## config.mk

```make
export PLATFORM = sky130hd
export DESIGN_NAME = tmr_status_flags_flat
export DESIGN_NICKNAME = d
export VERILOG_FILES = /design/src/tmr_status_pkg.sv /design/src/tmr_status_if.sv /design/src/tmr_status_flags.sv /design/src/flat_wrapper.sv
export VERILOG_INCLUDE_DIRS = /design/src
export SDC_FILE = /design/constraint.sdc
export NUM_CORES = 1
export LEC_CHECK = 0
export BUFFER_PORTS_ARGS = -buffer_cell sky130_fd_sc_hd__buf_2
export CORE_ASPECT_RATIO = 1.75
export CORE_MARGIN = 10
export CORE_UTILIZATION = 45
export CTS_CLUSTER_SIZE = 10
export DETAILED_ROUTE_END_ITERATION = 8
export PLACE_DENSITY_LB_ADDON = 0.12
export SYNTH_ARGS = -nofsm -noshare
export SYNTH_HDL_FRONTEND = slang
export SYNTH_SLANG_ARGS = --single-unit
```

## constraint.sdc

```tcl
create_clock -name i_mclk -period 0.8 [get_ports i_mclk]
set_input_delay 0.16 -clock i_mclk [delete_from_list [all_inputs] [get_ports i_mclk]]
set_output_delay 0.16 -clock i_mclk [all_outputs]
set_load 0.1 [all_outputs]
```

## src/tmr_status_defines.svh

```systemverilog
// constants for the timer status flag bank and its controller
// assumes inclusion by bare name from both ends and the testbench
`ifndef TMR_STATUS_DEFINES_SVH
`define TMR_STATUS_DEFINES_SVH

// register select on the device port
`define SEL_CYCLE          1'b0
`define SEL_ONESHOT        1'b1

// cycle-match bit positions in the 8-bit view
`define CH6_BIT            6
`define CH7_BIT            4
`define CH8_BIT            2
`define CH9_BIT            0
// index of each channel in the 4-bit flag store
`define CH6_IDX            3
`define CH7_IDX            2
`define CH8_IDX            1
`define CH9_IDX            0
`define CYCLE_LIVE_MASK    8'h55

`define CYCLE_RESET        4'h0
`define ONESHOT_RESET      8'h00
`define BYTE_ZERO          8'h00
`define FLAG_RESET         1'b0

// controller wishbone map (byte addresses)
`define WB_CMD_ADDR        4'h0
`define WB_STATUS_ADDR     4'h4
`define CMD_SEL_BIT        8
`define CMD_WR_BIT         9
`define STAT_BUSY_BIT      0
`define STAT_DATA_MSB      15
`define STAT_DATA_LSB      8
`define CMD_DATA_MSB       7
`define CMD_DATA_LSB       0
`define CMD_LANE_BIT       1
`define WORD_ZERO          32'h0000_0000

`endif

```

## src/tmr_status_pkg.sv

```systemverilog
// types shared by the status flag bank and its controller
// assumes the defines header is on the include path
package tmr_status_pkg;
  typedef logic [7:0] status_byte_t;
  typedef logic [3:0] cycle_flags_t;
  typedef enum logic {CTRL_IDLE, CTRL_WAIT} ctrl_state_t;
endpackage

```

## src/tmr_status_if.sv

```systemverilog
// register port between the flag bank and its controller
// assumes one clock shared by both ends
`timescale 1ns/1ns
interface tmr_status_if;
  import tmr_status_pkg::*;
  logic         sel;
  logic         rd;
  logic         wr;
  status_byte_t wdata;
  status_byte_t rdata;
  logic         ack;

  modport dev  (input sel, input rd, input wr, input wdata, output rdata, output ack);
  modport host (output sel, output rd, output wr, output wdata, input rdata, input ack);
endinterface

```

## src/tmr_status_flags.sv

```systemverilog
// device end: cycle-match and one-shot status flag registers
// assumes event inputs are single-cycle pulses on i_mclk
`timescale 1ns/1ns
`include "tmr_status_defines.svh"
module tmr_status_flags
(
  input  wire logic                        i_mclk,
  input  wire logic                        i_rst_n,
  tmr_status_if.dev                        bus,
  input  wire tmr_status_pkg::cycle_flags_t i_cycle_match,
  input  wire tmr_status_pkg::status_byte_t i_underflow,
  input  wire logic                        i_dma_src_en,
  input  wire logic                        i_dma_done,
  output tmr_status_pkg::status_byte_t     o_cycle_match_status,
  output tmr_status_pkg::status_byte_t     o_oneshot_underflow_status
);
  import tmr_status_pkg::*;

  //////////////////////////////////////////////////////////////////////////////
  // strobes decoded once and shared by every flag cell of the register they select
  logic              cyc_rd;
  logic              cyc_wr;
  logic              os_rd;
  logic              os_wr;
  cycle_flags_t      cyc_zero_wr;
  cycle_flags_t      cyc_dma;
  status_byte_t      os_zero_wr;
  // each bit of these nets is driven by its own cell
  wire cycle_flags_t cyc_q;
  wire cycle_flags_t cyc_d;
  wire status_byte_t os_q;
  wire status_byte_t os_d;
  status_byte_t      rdata_q;
  status_byte_t      rdata_d;
  logic              ack_q;
  logic              ack_d;
  status_byte_t      cyc_view_d;
  status_byte_t      os_view_d;

  //////////////////////////////////////////////////////////////////////////////
  function automatic status_byte_t pack_cycle(input cycle_flags_t f);
    status_byte_t v;
    v              = `BYTE_ZERO;  // odd bits stay zero
    v[`CH6_BIT]    = f[`CH6_IDX];
    v[`CH7_BIT]    = f[`CH7_IDX];
    v[`CH8_BIT]    = f[`CH8_IDX];
    v[`CH9_BIT]    = f[`CH9_IDX];
    return v;
  endfunction

  //////////////////////////////////////////////////////////////////////////////
  always_comb
  begin
    cyc_rd                = bus.rd && (bus.sel == `SEL_CYCLE);
    cyc_wr                = bus.wr && (bus.sel == `SEL_CYCLE);
    os_rd                 = bus.rd && (bus.sel == `SEL_ONESHOT);
    os_wr                 = bus.wr && (bus.sel == `SEL_ONESHOT);
    // ones never reach a clear term
    cyc_zero_wr[`CH6_IDX] = ~bus.wdata[`CH6_BIT];
    cyc_zero_wr[`CH7_IDX] = ~bus.wdata[`CH7_BIT];
    cyc_zero_wr[`CH8_IDX] = ~bus.wdata[`CH8_BIT];
    cyc_zero_wr[`CH9_IDX] = ~bus.wdata[`CH9_BIT];
    os_zero_wr            = ~bus.wdata;
    cyc_dma               = `CYCLE_RESET;
    // only ch6 can be a dma source, so only ch6 has this path
    cyc_dma[`CH6_IDX]     = i_dma_src_en & i_dma_done;
  end

  //////////////////////////////////////////////////////////////////////////////
  // cycle-match cells: a read arms what it saw, the next write may clear it
  for (genvar gi = 0; gi < $bits(cycle_flags_t); gi++)
  begin : g_cycle
    logic flag_q;
    logic flag_d;
    logic arm_q;
    logic arm_d;
    logic clr;

    always_comb
    begin
      clr   = (cyc_wr & arm_q & cyc_zero_wr[gi]) | cyc_dma[gi];
      arm_d = arm_q;
      if (cyc_rd)
      begin
        arm_d = arm_q | flag_q;
      end
      // any cycle-register write disarms, so a stale read cannot clear a later event
      if (cyc_wr || clr)
      begin
        arm_d = `FLAG_RESET;
      end
      // set wins over clear so a fresh match is never lost
      flag_d = (flag_q & ~clr) | i_cycle_match[gi];
    end

    always_ff @(posedge i_mclk or negedge i_rst_n)
    begin
      if (!i_rst_n)
      begin
        flag_q <= `FLAG_RESET;
        arm_q  <= `FLAG_RESET;
      end
      else
      begin
        flag_q <= flag_d;
        arm_q  <= arm_d;
      end
    end

    assign cyc_q[gi] = flag_q;
    assign cyc_d[gi] = flag_d;
  end

  //////////////////////////////////////////////////////////////////////////////
  // one-shot cells: bit i follows down-counter i, a=0 .. h=7
  for (genvar gi = 0; gi < $bits(status_byte_t); gi++)
  begin : g_oneshot
    logic flag_q;
    logic flag_d;
    logic arm_q;
    logic arm_d;
    logic clr;

    always_comb
    begin
      clr   = os_wr & arm_q & os_zero_wr[gi];
      arm_d = arm_q;
      if (os_rd)
      begin
        arm_d = arm_q | flag_q;
      end
      // no dma path here, only software clears these
      if (os_wr)
      begin
        arm_d = `FLAG_RESET;
      end
      // set wins over clear
      flag_d = (flag_q & ~clr) | i_underflow[gi];
    end

    always_ff @(posedge i_mclk or negedge i_rst_n)
    begin
      if (!i_rst_n)
      begin
        flag_q <= `FLAG_RESET;
        arm_q  <= `FLAG_RESET;
      end
      else
      begin
        flag_q <= flag_d;
        arm_q  <= arm_d;
      end
    end

    assign os_q[gi] = flag_q;
    assign os_d[gi] = flag_d;
  end

  //////////////////////////////////////////////////////////////////////////////
  // read data holds until the next read
  always_comb
  begin
    rdata_d = rdata_q;
    ack_d   = bus.rd | bus.wr;
    if (cyc_rd)
    begin
      rdata_d = pack_cycle(cyc_q);
    end
    else if (os_rd)
    begin
      rdata_d = os_q;
    end
  end

  always_ff @(posedge i_mclk or negedge i_rst_n)
  begin
    if (!i_rst_n)
    begin
      rdata_q <= `BYTE_ZERO;
      ack_q   <= 1'b0;
    end
    else
    begin
      rdata_q <= rdata_d;
      ack_q   <= ack_d;
    end
  end

  //////////////////////////////////////////////////////////////////////////////
  // outputs register the next state, so they match the flags cycle for cycle
  always_comb
  begin
    cyc_view_d = pack_cycle(cyc_d);
    os_view_d  = os_d;
  end

  always_ff @(posedge i_mclk or negedge i_rst_n)
  begin
    if (!i_rst_n)
    begin
      o_cycle_match_status       <= `BYTE_ZERO;
      o_oneshot_underflow_status <= `BYTE_ZERO;
    end
    else
    begin
      o_cycle_match_status       <= cyc_view_d;
      o_oneshot_underflow_status <= os_view_d;
    end
  end

  assign bus.rdata = rdata_q;
  assign bus.ack   = ack_q;
endmodule

```

## src/flat_wrapper.sv

```systemverilog
// flat-port wrapper written by rule: the top's interface ports become plain ports
module tmr_status_flags_flat import tmr_status_pkg::*;
  (i_mclk, i_rst_n, i_cycle_match, i_underflow, i_dma_src_en, i_dma_done, o_cycle_match_status, o_oneshot_underflow_status, bus_sel, bus_rd, bus_wr, bus_wdata, bus_rdata, bus_ack);
  tmr_status_if bus_i ();
  input  wire logic i_mclk;
  input  wire logic i_rst_n;
  input  wire tmr_status_pkg::cycle_flags_t i_cycle_match;
  input  wire tmr_status_pkg::status_byte_t i_underflow;
  input  wire logic i_dma_src_en;
  input  wire logic i_dma_done;
  output tmr_status_pkg::status_byte_t o_cycle_match_status;
  output tmr_status_pkg::status_byte_t o_oneshot_underflow_status;
  input wire logic [$bits(bus_i.sel)-1:0] bus_sel;
  input wire logic [$bits(bus_i.rd)-1:0] bus_rd;
  input wire logic [$bits(bus_i.wr)-1:0] bus_wr;
  input wire logic [$bits(bus_i.wdata)-1:0] bus_wdata;
  output wire logic [$bits(bus_i.rdata)-1:0] bus_rdata;
  output wire logic [$bits(bus_i.ack)-1:0] bus_ack;
  assign bus_i.sel = bus_sel;
  assign bus_i.rd = bus_rd;
  assign bus_i.wr = bus_wr;
  assign bus_i.wdata = bus_wdata;
  assign bus_rdata = bus_i.rdata;
  assign bus_ack = bus_i.ack;
  tmr_status_flags u_core (.i_mclk(i_mclk), .i_rst_n(i_rst_n), .bus(bus_i), .i_cycle_match(i_cycle_match), .i_underflow(i_underflow), .i_dma_src_en(i_dma_src_en), .i_dma_done(i_dma_done), .o_cycle_match_status(o_cycle_match_status), .o_oneshot_underflow_status(o_oneshot_underflow_status));
endmodule
```

# ---- After elaboration in Yosys (flattened, before gate mapping)
# Cells that the tools add are included.
# Widths: inputs -> output; s select.
dict set report word_totals {
  reg_bits 45
  wordCells 149
}
dict set report op_classes {
  mux 26
  bitwise_logic 81
  n_reduce_logical 14
}
# op n
set ops {}
lappend ops {{$and 1x1->1} 37}
lappend ops {{$or 1x1->1} 26}
lappend ops {{$mux 1} 24}
lappend ops {{$not 1->1} 17}
lappend ops {{$mux 8} 2}
lappend ops {{$reduce_bool 2->1} 6}
lappend ops {{$not 8->8} 1}
lappend ops {{$logic_and 1x1->1} 4}
lappend ops {{$logic_or 1x1->1} 4}

# ---- Logic depth before layout (Yosys ltp)
# Gate-level depths: netlist of run 1.
dict set report logic_depth {
  depth_word 8
  mapped_depth 4
}

# ---- Worst setup path after synthesis of run 1
# OpenSTA, ideal clock, no wires.
dict set report synth_path {
  path_type {register to register}
  from {register u_core.bus.rdata[1] (netlist name)}
  to {register u_core.rdata_q[1] (netlist: u_core.bus.rdata[1])}
  t_arrival_ns 1.109
  t_required_ns 0.723
  setup_slack_ns -0.386
  path_stages_with_launch 3
  period_less_slack_ns 1.186
  cell_sequence {dfrtp_1 -> inv_1 -> o21ai_1}
}
# item line
set synth_lines {}
lappend synth_lines {{end signal: assignment} tmr_status_flags.sv:179} ;# rdata_q <= `BYTE_ZERO;
lappend synth_lines {{end signal: assignment} tmr_status_flags.sv:184} ;# rdata_q <= rdata_d;
lappend synth_lines {{end: declaration} tmr_status_flags.sv:33} ;# status_byte_t rdata_q;

# ---- Worst setup path after layout of run 1
dict set report layout_path {
  from {register u_core.rdata_q[7] (netlist: u_core.bus.rdata[7])}
  to {output port bus_rdata[7]}
}
# item line
set layout_lines {}
lappend layout_lines {{end: declaration} flat_wrapper.sv:17} ;# output wire logic [$bits(bus_i.rdata)-1:0] bus_rdata;
# No word-level cell between the ends.

==> flow_metrics.py, run 1 <==
metrics = {
    "synth": {
        "synth_xor_area_frac": 0,
        "synth-simple-area-share": 0.154,
        "yosys_warnings": 0,
        "synth_top_family_by_area": "simple AND/OR/NAND/NOR gates",
        "synth.ff_latch_count": 33,
        "ys_types": 24,
        "netlist_area_mm2": 0.00157,
        "syn_inst": 138,
        "synth_fa_ha_area_frac": 0,
        "synth_compound_area_frac": 0.141,
        "synth_area_per_cell_um2": 11.4,
        "synth-seq-area-share": 0.527,
        "synthMuxAreaShare": 0.0255,
    },
    "sta": {
        "setup-violations-final": 53,
        "drv_slew": 0,
        "worst_slack_ns": -0.311,
        "timing.final.crit_share": 1.39,
        "rsz0062_at_grt": "true",
        "min_period_ns": 1.11,
        "finalHoldViolCount": 0,
        "fin_tns_setup_ns": -7.22,
        "whs_ns": 0.0593,
        "fmax_mhz": 900,
        "skew_ns": 0.00255,
    },
    "run_status": {
        "outcome": "complete, but fails checks",
        "failed_checks": "negative setup slack",
    },
    "route": {
        "first_iter_violations": 38,
        "wirelength_mm": 4.25,
        "via_per_inst": 5.00,
        "ant_nets": 0,
        "drc": 0,
        "via_count": 1234,
        "wl_per_cell_um": 17.2,
        "firstDrtPassIters": 4,
    },
    "setup_path": {
        "cp.required_ns": 0.64,
        "crit_path_cell_trace": "buf_12",
        "crit_type": "reg2out",
        "start_kind": "flip-flop",
        "critPathTopFamily": "flip-flops",
        "crit_end": "bus_rdata[7]",
        "worst_path_max_delay_cell": "dfrtp_4",
        "cp-startpoint": "u_core.bus.rdata[7]",
        "crit_cells": 1,
        "crit_buf_inv": 1,
        "rr_worst_depth": 3,
        "cp_max_fo": 2,
        "rr_startpoint": "u_core.g_cycle[3].flag_q",
        "critPathMaxStageDelay_ns": 0.50,
        "cp_data_arrival_time_ns": 0.95,
        "reg2reg_slack_ns": -0.12,
        "crit_path_end_kind": "output port",
        "r2r_end": "u_core.g_cycle[3].arm_q",
    },
    "clocking": {
        "cts_buffers": 5,
        "cts_sinks": 33,
        "ctsHtreeMaxLevel": 2,
        "worstSkewPairLatency_ns": 0.28,
        "root_buffer": "clkbuf_8",
        "path_clk_slew_ns": 0.06,
        "clock_path_buffers": 2,
        "cts_tree": "yes",
    },
    "die": {
        "coreArea_mm2": 0.00336,
        "placement_rows": 28,
        "initial_utilization": 0.466,
        "die_w_um": 64.6,
        "ios": 52,
        "dieArea_mm2": 0.00634,
        "die_h_um": 98.1,
    },
    "final_layout": {
        "most-common-layout-cells": "26 x buf_2, 25 x buf_12, 21 x dfrtp_1",
        "final_cells": 247,
        "diodes": 0,
        "fin_nets": 230,
        "final_common_cell": "buf_2",
        "syn_to_final_growth_pct": 62.1,
        "drive_gt1_frac": 0.589,
        "design_area_mm2": 0.00254,
    },
    "grt": {
        "met1_usage": 0.141,
        "grt_pass1_wl_mm": 6.84,
        "antenna_found_initial": 0,
        "grt_util_met2": 0.227,
        "grt_overflow": 0,
        "top_usage_layer": "met2",
        "use_met3": 0.0549,
        "grt_max_degree": 34,
        "grt_use_total": 0.135,
        "grt_pass1_vias": 1401,
    },
    "flow_run": {
        "max_cap_viol_count": 0,
    },
    "min_path": {
        "hold_depth": 2,
        "hold_class": "in2reg",
    },
    "placed_design": {
        "placed_cells": 224,
        "detailed_place_hpwl_mm": 2.91,
        "numPortBuffers": 47,
        "placed_area_mm2": 0.00219,
        "gp_congestion": 0.690,
    },
    "pwr": {
        "power.density_mw_per_mm2": 1780,
        "ir_drop_mv": 1.64,
        "p_leak_nw": 1.11,
    },
}
==> sequential cells by signal, summed over array words and instances, names as in the netlist <==
| name | cells |
|---|---|
| u_core.bus.rdata | 8 |
| u_core.g_oneshot.arm_q | 8 |
| u_core.o_oneshot_underflow_status | 7 |
| u_core.g_cycle.arm_q | 4 |
| u_core.o_cycle_match_status | 3 |
| u_core.bus.ack | 1 |
| u_core.g_cycle.flag_q | 1 |
| u_core.g_oneshot.flag_q | 1 |
==> power breakdown <==
part           switching, mW  internal (mW)
logic                  0.860          0.573
clock network          0.570          0.571
registers              0.127           1.83
total                   1.56           2.97
==> stage by stage <==
step / util / power, mW / setup slack [ns]
after floorplan: - / 2.79 / -0.0860
after global placement: 0.652 / 3.22 / -0.119
after detailed placement: 0.652 / 3.25 / -0.139
after CTS: 0.725 / 4.48 / -0.316
after global routing: 0.756 / 4.73 / -0.342
final: 0.756 / 4.53 / -0.311
==> final cells by class <==
type | count | area (um2)
clock buffers | 5 | 68.8
flip-flops and latches | 33 | 863
fillers | 241 | 822
well taps | 45 | 56.3
clock inverters | 1 | 5.00
repair buffers | 79 | 896
multi-input cells | 72 | 607
inverters | 12 | 45.0
==> kinds of logic after synthesis <==
| group | after synthesis |
|---|---|
| muxes | 4 |
| and+or+nand+nor | 32 |
| other | 1 |
| AOI/OAI and AO/OA | 32 |
| buffers and inverters | 36 |
| DFF | 33 |
==> synthesized netlist by cell type, drive strengths merged <==
| cell type | n | area share |
|---|---|---|
| a221oi | 1 | 0.0096 |
| nand4b | 8 | 0.045 |
| mux2i | 4 | 0.026 |
| nand3b | 4 | 0.019 |
| nand4bb | 4 | 0.029 |
| dfrtp | 33 | 0.53 |
| and2b | 1 | 0.0064 |
| nand2 | 1 | 0.0024 |
| and2 | 1 | 0.0040 |
| conb | 1 | 0.0024 |
| or2 | 1 | 0.0040 |
| a31o | 1 | 0.0056 |
| buf | 24 | 0.12 |
| o21ai | 4 | 0.013 |
| a21o | 11 | 0.053 |
| inv | 12 | 0.029 |
| a21oi | 11 | 0.045 |
| a31oi | 4 | 0.016 |
| nor2 | 8 | 0.019 |
| nand3 | 4 | 0.026 |
==> timing repair <==
action / in CTS / in global routing
hold endpoints to repair: 33 / 0
resized for setup: 16 / 24
hold buffers: 1 / 0
pin swaps: 14 / 9
setup buffers: 14 / 11
cloned: 0 / 0
setup endpoints to repair: 24 / 53
==> worst min path at each step <==
stage                                start                                   end
after CTS                 i_cycle_match[1]        u_core.o_cycle_match_status[2]
after floorplan                    i_rst_n               u_core.g_cycle[0].arm_q
after global placement             i_rst_n                   u_core.bus.rdata[1]
after detailed placement           i_rst_n             u_core.g_oneshot[1].arm_q
after global routing        i_underflow[6]  u_core.o_oneshot_underflow_status[6]
final                       i_underflow[2]  u_core.o_oneshot_underflow_status[2]
==> routing by layer <==
layer  up-vias  share of wire  wire [um]
li1        584              -          -
met1       597           0.36       1540
met2        45           0.55       2340
met3         8          0.067        284
met4         0          0.018         77
met5         -              0          0
Power figures use the tool's default switching activity.
==> run 2: changes to the inputs <==
--- a/config.mk
+++ b/config.mk
@@ -6,6 +6,7 @@
 export SDC_FILE = /design/constraint.sdc
 export NUM_CORES = 1
 export LEC_CHECK = 0
+export ABC_AREA = 1
 export BUFFER_PORTS_ARGS = -buffer_cell sky130_fd_sc_hd__buf_2
 export CORE_ASPECT_RATIO = 1.75
 export CORE_MARGIN = 10
@@ -13,6 +14,7 @@
 export CTS_CLUSTER_SIZE = 10
 export DETAILED_ROUTE_END_ITERATION = 8
 export PLACE_DENSITY_LB_ADDON = 0.12
+export SETUP_SLACK_MARGIN = 0.2
 export SYNTH_ARGS = -nofsm -noshare
 export SYNTH_HDL_FRONTEND = slang
 export SYNTH_SLANG_ARGS = --single-unit
==> flow_metrics.py, run 2 <==
metrics = {
    "clocking": {
        "cts_buffers": 5,
        "cts_sinks": 33,
        "worstSkewPairLatency_ns": 0.29,
        "path_clk_slew_ns": 0.07,
        "root_buffer": "clkbuf_8",
        "cts_tree": "yes",
        "clock_path_buffers": 2,
        "ctsHtreeMaxLevel": 2,
    },
    "setup_path": {
        "critPathMaxStageDelay_ns": 0.49,
        "cp.required_ns": 0.64,
        "cp_data_arrival_time_ns": 0.96,
        "critPathTopFamily": "flip-flops",
        "rr_startpoint": "u_core.o_cycle_match_status[4]",
        "start_kind": "flip-flop",
        "cp-startpoint": "u_core.bus.rdata[4]",
        "crit_buf_inv": 1,
        "crit_cells": 1,
        "rr_worst_depth": 6,
        "crit_path_end_kind": "output port",
        "cp_max_fo": 2,
        "crit_type": "reg2out",
        "worst_path_max_delay_cell": "dfrtp_4",
        "crit_path_cell_trace": "buf_12",
    },
    "sta": {
        "skew_ns": 0.00529,
        "fin_tns_setup_ns": -7.67,
        "timing.final.crit_share": 1.40,
        "finalHoldViolCount": 0,
        "setup-violations-final": 42,
        "min_period_ns": 1.12,
        "worst_slack_ns": -0.319,
        "fmax_mhz": 893,
        "drv_slew": 0,
        "rsz0062_at_grt": "true",
    },
    "die": {
        "dieArea_mm2": 0.00636,
        "placement_rows": 28,
        "coreArea_mm2": 0.00336,
        "ios": 52,
        "die_h_um": 98.3,
        "die_w_um": 64.7,
        "initial_utilization": 0.468,
    },
    "final_layout": {
        "final_common_cell": "nand2_1",
        "fin_nets": 283,
        "design_area_mm2": 0.00270,
        "diodes": 0,
        "syn_to_final_growth_pct": 71.6,
        "most-common-layout-cells": "36 x nand2_1, 26 x buf_2, 24 x nand2_2",
        "drive_gt1_frac": 0.619,
    },
    "synth": {
        "synth_most_common_cell": "nand2_1",
        "syn_inst": 191,
        "synth.top_cell.area_share": 0.524,
        "synth_top_cell_by_area": "dfrtp_1",
        "synth_commonest_cells": "58 x nand2_1, 33 x dfrtp_1, 29 x inv_1, 19 x nand3_1, 18 x buf_4",
        "ys_types": 16,
        "synth.ff_latch_count": 33,
        "synth_area_leaders": "dfrtp_1 52%, nand2_1 14%, buf_4 8.6%, inv_1 6.9%, nand3_1 6.0%",
        "synth-seq-area-share": 0.524,
        "netlist_area_mm2": 0.00158,
        "yosys_warnings": 0,
        "synth_area_per_cell_um2": 8.25,
        "synth_edf_count": 0,
        "synthArstFlopShare": 1.00,
        "ys.flop_type": "dfrtp_1",
    },
    "placed_design": {
        "place_ws_ns": -0.0704,
        "numPortBuffers": 47,
        "gp_congestion": 0.788,
        "placed_area_mm2": 0.00214,
        "detailed_place_hpwl_mm": 2.87,
    },
    "grt": {
        "grt_use_total": 0.138,
        "grt_pass1_vias": 1567,
        "antenna_found_initial": 0,
        "grt_pass1_wl_mm": 7.17,
        "grt_overflow": 0,
        "grt_max_degree": 34,
    },
    "min_path": {
        "hold_class": "in2reg",
        "hold_start": "i_underflow[5]",
        "hold_depth": 3,
    },
    "route": {
        "first_iter_violations": 20,
        "ant_nets": 0,
        "wl_per_cell_um": 14.6,
        "drc": 0,
        "firstDrtPassIters": 4,
        "wirelength_mm": 4.40,
        "via_count": 1385,
        "via_per_inst": 4.59,
    },
    "run_status": {
        "outcome": "complete, but fails checks",
        "failed_checks": "negative setup slack",
    },
    "pwr": {
        "power.density_mw_per_mm2": 1800,
        "ir_drop_mv": 1.63,
        "p_leak_nw": 1.35,
    },
    "flow_run": {
        "max_cap_viol_count": 0,
    },
}
run 2: cell count changes in the layout (fill, tap and decap cells not counted), moves of 5 or more:
cell	change
a21o_1	-11
buf_4	-8
buf_6	+5
inv_1	+11
inv_2	+8
nand2_1	+35
nand2_2	+24
nand3_2	+7
nand4b_1	-8
run 2: path summary, 6_finish.rpt:
check                                                  endpoint  slack, ns
setup / recovery                                   bus_rdata[4]      -0.32
hold / removal             u_core.o_oneshot_underflow_status[5]       0.04
setup reg to reg                        u_core.g_cycle[2].arm_q      -0.18
hold reg to reg                       u_core.g_oneshot[4].arm_q       0.52
max in group asynchronous                   u_core.bus.rdata[2]       0.24
min in group asynchronous  u_core.o_oneshot_underflow_status[5]       0.35
run 2: timing repair:
item                       CTS  global route
setup endpoints to repair   53            53
buffers inserted            13             8
hold endpoints to repair    33             0
gates resized for setup     47            39
hold buffers                 1             0
pin swaps                   11            25
run 2: metal layers:
layer	wire (um)	global-route usage	up-vias
li1	-	-	681
met1	1530	0.139	661
met2	2520	0.245	34
met3	251	0.0481	9
met4	91	0.0613	0
met5	0	0	-
run 2: logic make-up (layout without fill, tap and decap cells):
group                  count (synthesis)  after routing  share of synthesized area
AND/OR/NAND/NOR                       95             95                      0.257
buffers and inverters                 52            115                      0.182
flip-flops                            33             33                      0.524
AO/OA/AOI/OAI                         10             10                     0.0342
other                                  1              4                    0.00238
run 2: power breakdown:
| part | internal, mW | switching (mW) | total, mW |
|---|---|---|---|
| logic | 0.613 | 1.06 | 1.68 |
| registers | 1.84 | 0.116 | 1.96 |
| clock network | 0.600 | 0.627 | 1.23 |
run 2: area by class of cell:
class                           count  area (um2)
Inverter                           33         131
Tap cell                           45        56.3
Sequential cell                    33         861
Clock buffer                        5        68.8
Multi-Input combinational cell    109         717
Timing Repair Buffer               74         852
Fill cell                         221         659
Clock inverter                      3        17.5
run 2: metrics by stage:
step	util	cells	hold WS [ns]	power (mW)
floorplan	-	194	-0.136	2.97
global route	0.804	302	0.0556	5.08
global placement	0.638	272	0.128	3.36
CTS	0.745	294	0.0383	4.78
detailed placement	0.638	272	0.129	3.39
finish	0.804	302	0.0398	4.86
==> run 3: changes to the inputs <==
--- a/config.mk
+++ b/config.mk
@@ -8,9 +8,10 @@
 export LEC_CHECK = 0
 export ABC_AREA = 1
 export BUFFER_PORTS_ARGS = -buffer_cell sky130_fd_sc_hd__buf_2
-export CORE_ASPECT_RATIO = 1.75
+export CORE_ASPECT_RATIO = 2
 export CORE_MARGIN = 10
 export CORE_UTILIZATION = 45
+export CTS_CLUSTER_DIAMETER = 80
 export CTS_CLUSTER_SIZE = 10
 export DETAILED_ROUTE_END_ITERATION = 8
 export PLACE_DENSITY_LB_ADDON = 0.12
==> flow_metrics.py, run 3 (synthesis results as in run 2) <==
metrics = {
    "sta": {
        "worst_slack_ns": -0.321,
        "timing.final.crit_share": 1.40,
        "rsz0062_at_grt": "true",
        "drv_slew": 0,
        "setup-violations-final": 46,
        "fmax_mhz": 892,
        "finalHoldViolCount": 0,
        "min_period_ns": 1.12,
        "skew_ns": 0.00633,
    },
    "route": {
        "drc": 0,
        "firstDrtPassIters": 5,
        "first_iter_violations": 19,
        "via_per_inst": 4.79,
        "ant_nets": 0,
        "via_count": 1399,
        "wirelength_mm": 4.60,
        "wl_per_cell_um": 15.8,
    },
    "die": {
        "coreArea_mm2": 0.00338,
        "ios": 52,
        "die_h_um": 104,
        "placement_rows": 30,
        "die_w_um": 61.8,
        "dieArea_mm2": 0.00641,
        "initial_utilization": 0.466,
    },
    "placed_design": {
        "numPortBuffers": 47,
        "detailed_place_hpwl_mm": 2.94,
        "gp_congestion": 0.745,
        "place_ws_ns": -0.0790,
        "placed_cells": 260,
    },
    "final_layout": {
        "seq_area_um2": 861,
        "final_cells": 292,
        "multiInputGateArea_um2": 711,
        "nFillCells": 201,
        "diodes": 0,
        "most-common-layout-cells": "39 x nand2_1, 26 x buf_2, 23 x buf_12, 23 x dfrtp_1",
        "syn_to_final_growth_pct": 73.8,
        "final_common_cell": "nand2_1",
        "drive_gt1_frac": 0.604,
        "fin_util": 0.810,
        "fin_nets": 286,
    },
    "grt": {
        "antenna_found_initial": 0,
        "grt_use_total": 0.137,
        "grt_pass1_wl_mm": 6.80,
        "grt_pass1_vias": 1448,
        "grt_overflow": 0,
        "grt_max_degree": 34,
    },
    "run_status": {
        "outcome": "complete, but fails checks",
        "failed_checks": "negative setup slack",
    },
    "flow_run": {
        "max_cap_viol_count": 0,
    },
    "setup_path": {
        "cp_data_arrival_time_ns": 0.96,
        "crit_type": "reg2out",
        "reg2reg_slack_ns": -0.19,
        "start_kind": "flip-flop",
        "worst_path_max_delay_cell": "dfrtp_4",
        "critPathMaxStageDelay_ns": 0.50,
        "critPathTopFamily": "flip-flops",
        "crit_path_end_kind": "output port",
        "cp.required_ns": 0.64,
        "crit_buf_inv": 1,
        "crit_path_cell_trace": "buf_12",
        "cp_max_fo": 2,
        "rr_startpoint": "u_core.o_cycle_match_status[0]",
        "rr_worst_depth": 6,
        "r2r_end": "u_core.g_cycle[0].arm_q",
    },
    "clocking": {
        "clock_path_buffers": 2,
        "cts_tree": "yes",
        "ctsHtreeMaxLevel": 2,
        "worstSkewPairLatency_ns": 0.29,
        "cts_sinks": 33,
        "cts_buffers": 5,
        "path_clk_slew_ns": 0.07,
        "root_buffer": "clkbuf_8",
    },
    "min_path": {
        "hold_start": "i_cycle_match[2]",
        "hold_path_end": "u_core.o_cycle_match_status[4]",
        "hold_depth": 3,
        "hold_class": "in2reg",
    },
    "pwr": {
        "power_mw": 5.28,
        "ir_drop_mv": 1.79,
        "p_leak_nw": 1.38,
        "power.density_mw_per_mm2": 1930,
    },
}
-- run 3: cell types whose count changed in the layout (fill, tap and decap cells not counted), moves of 2 or more --
cell,previous run,this run
buf_4,5,7
nand3_2,7,5
nand2_2,24,21
clkinv_2,2,0
nand2_1,36,39
-- run 3: how the worst max path moves through the flow --
stage / slack (ns) / to / depth (start not counted) / from
finish: -0.32 / bus_rdata[2] / 1 / u_core.bus.rdata[2]
global route: -0.35 / bus_rdata[0] / 1 / u_core.bus.rdata[0]
CTS: -0.34 / bus_rdata[0] / 1 / u_core.bus.rdata[0]
detailed placement: -0.08 / u_core.o_oneshot_underflow_status[5] / 6 / bus_sel
global placement: -0.03 / u_core.g_oneshot[4].arm_q / 4 / bus_sel
floorplan: -0.07 / u_core.bus.rdata[0] / 2 / u_core.bus.rdata[0]
-- run 3: timing repair --
item / 4_1_cts / 5_1_grt
pin swaps: 10 / 22
gates resized for setup: 45 / 38
buffers inserted: 13 / 10
setup endpoints to repair: 53 / 53
hold buffers: 1 / 0
endpoints found under the hold margin: 33 / 0
-- run 3: routing by layer --
| layer | share of wire | up-vias | track usage |
|---|---|---|---|
| li1 | - | 685 | - |
| met1 | 0.35 | 656 | 0.142 |
| met2 | 0.57 | 47 | 0.235 |
| met3 | 0.055 | 11 | 0.0428 |
| met4 | 0.026 | 0 | 0.0611 |
| met5 | 0 | - | 0 |
-- run 3: layout make-up --
class	count	area share
repair buffers	77	0.321
flip-flops and latches	33	0.314
multi-input cells	109	0.260
inverters	33	0.0480
clock buffers	7	0.0315
well taps	32	0.0146
clock inverters	1	0.0110
-- run 3: power by group --
| part | internal [mW] | switching [mW] | leakage (nW) |
|---|---|---|---|
| clock network | 1.02 | 0.616 | 0.0585 |
| registers | 1.84 | 0.118 | 0.354 |
| logic | 0.622 | 1.07 | 0.967 |
-- run 3: stage by stage --
step	TNS (ns)	instance area, um2	hold WS, ns
6_report	-8.09	2740	0.0450
5_1_grt	-9.52	2740	0.0540
4_1_cts	-6.31	2510	0.0427
3_5_place_dp	-1.03	2140	0.128
3_3_place_gp	-0.199	2140	0.126
2_1_floorplan	-0.507	1780	-0.136
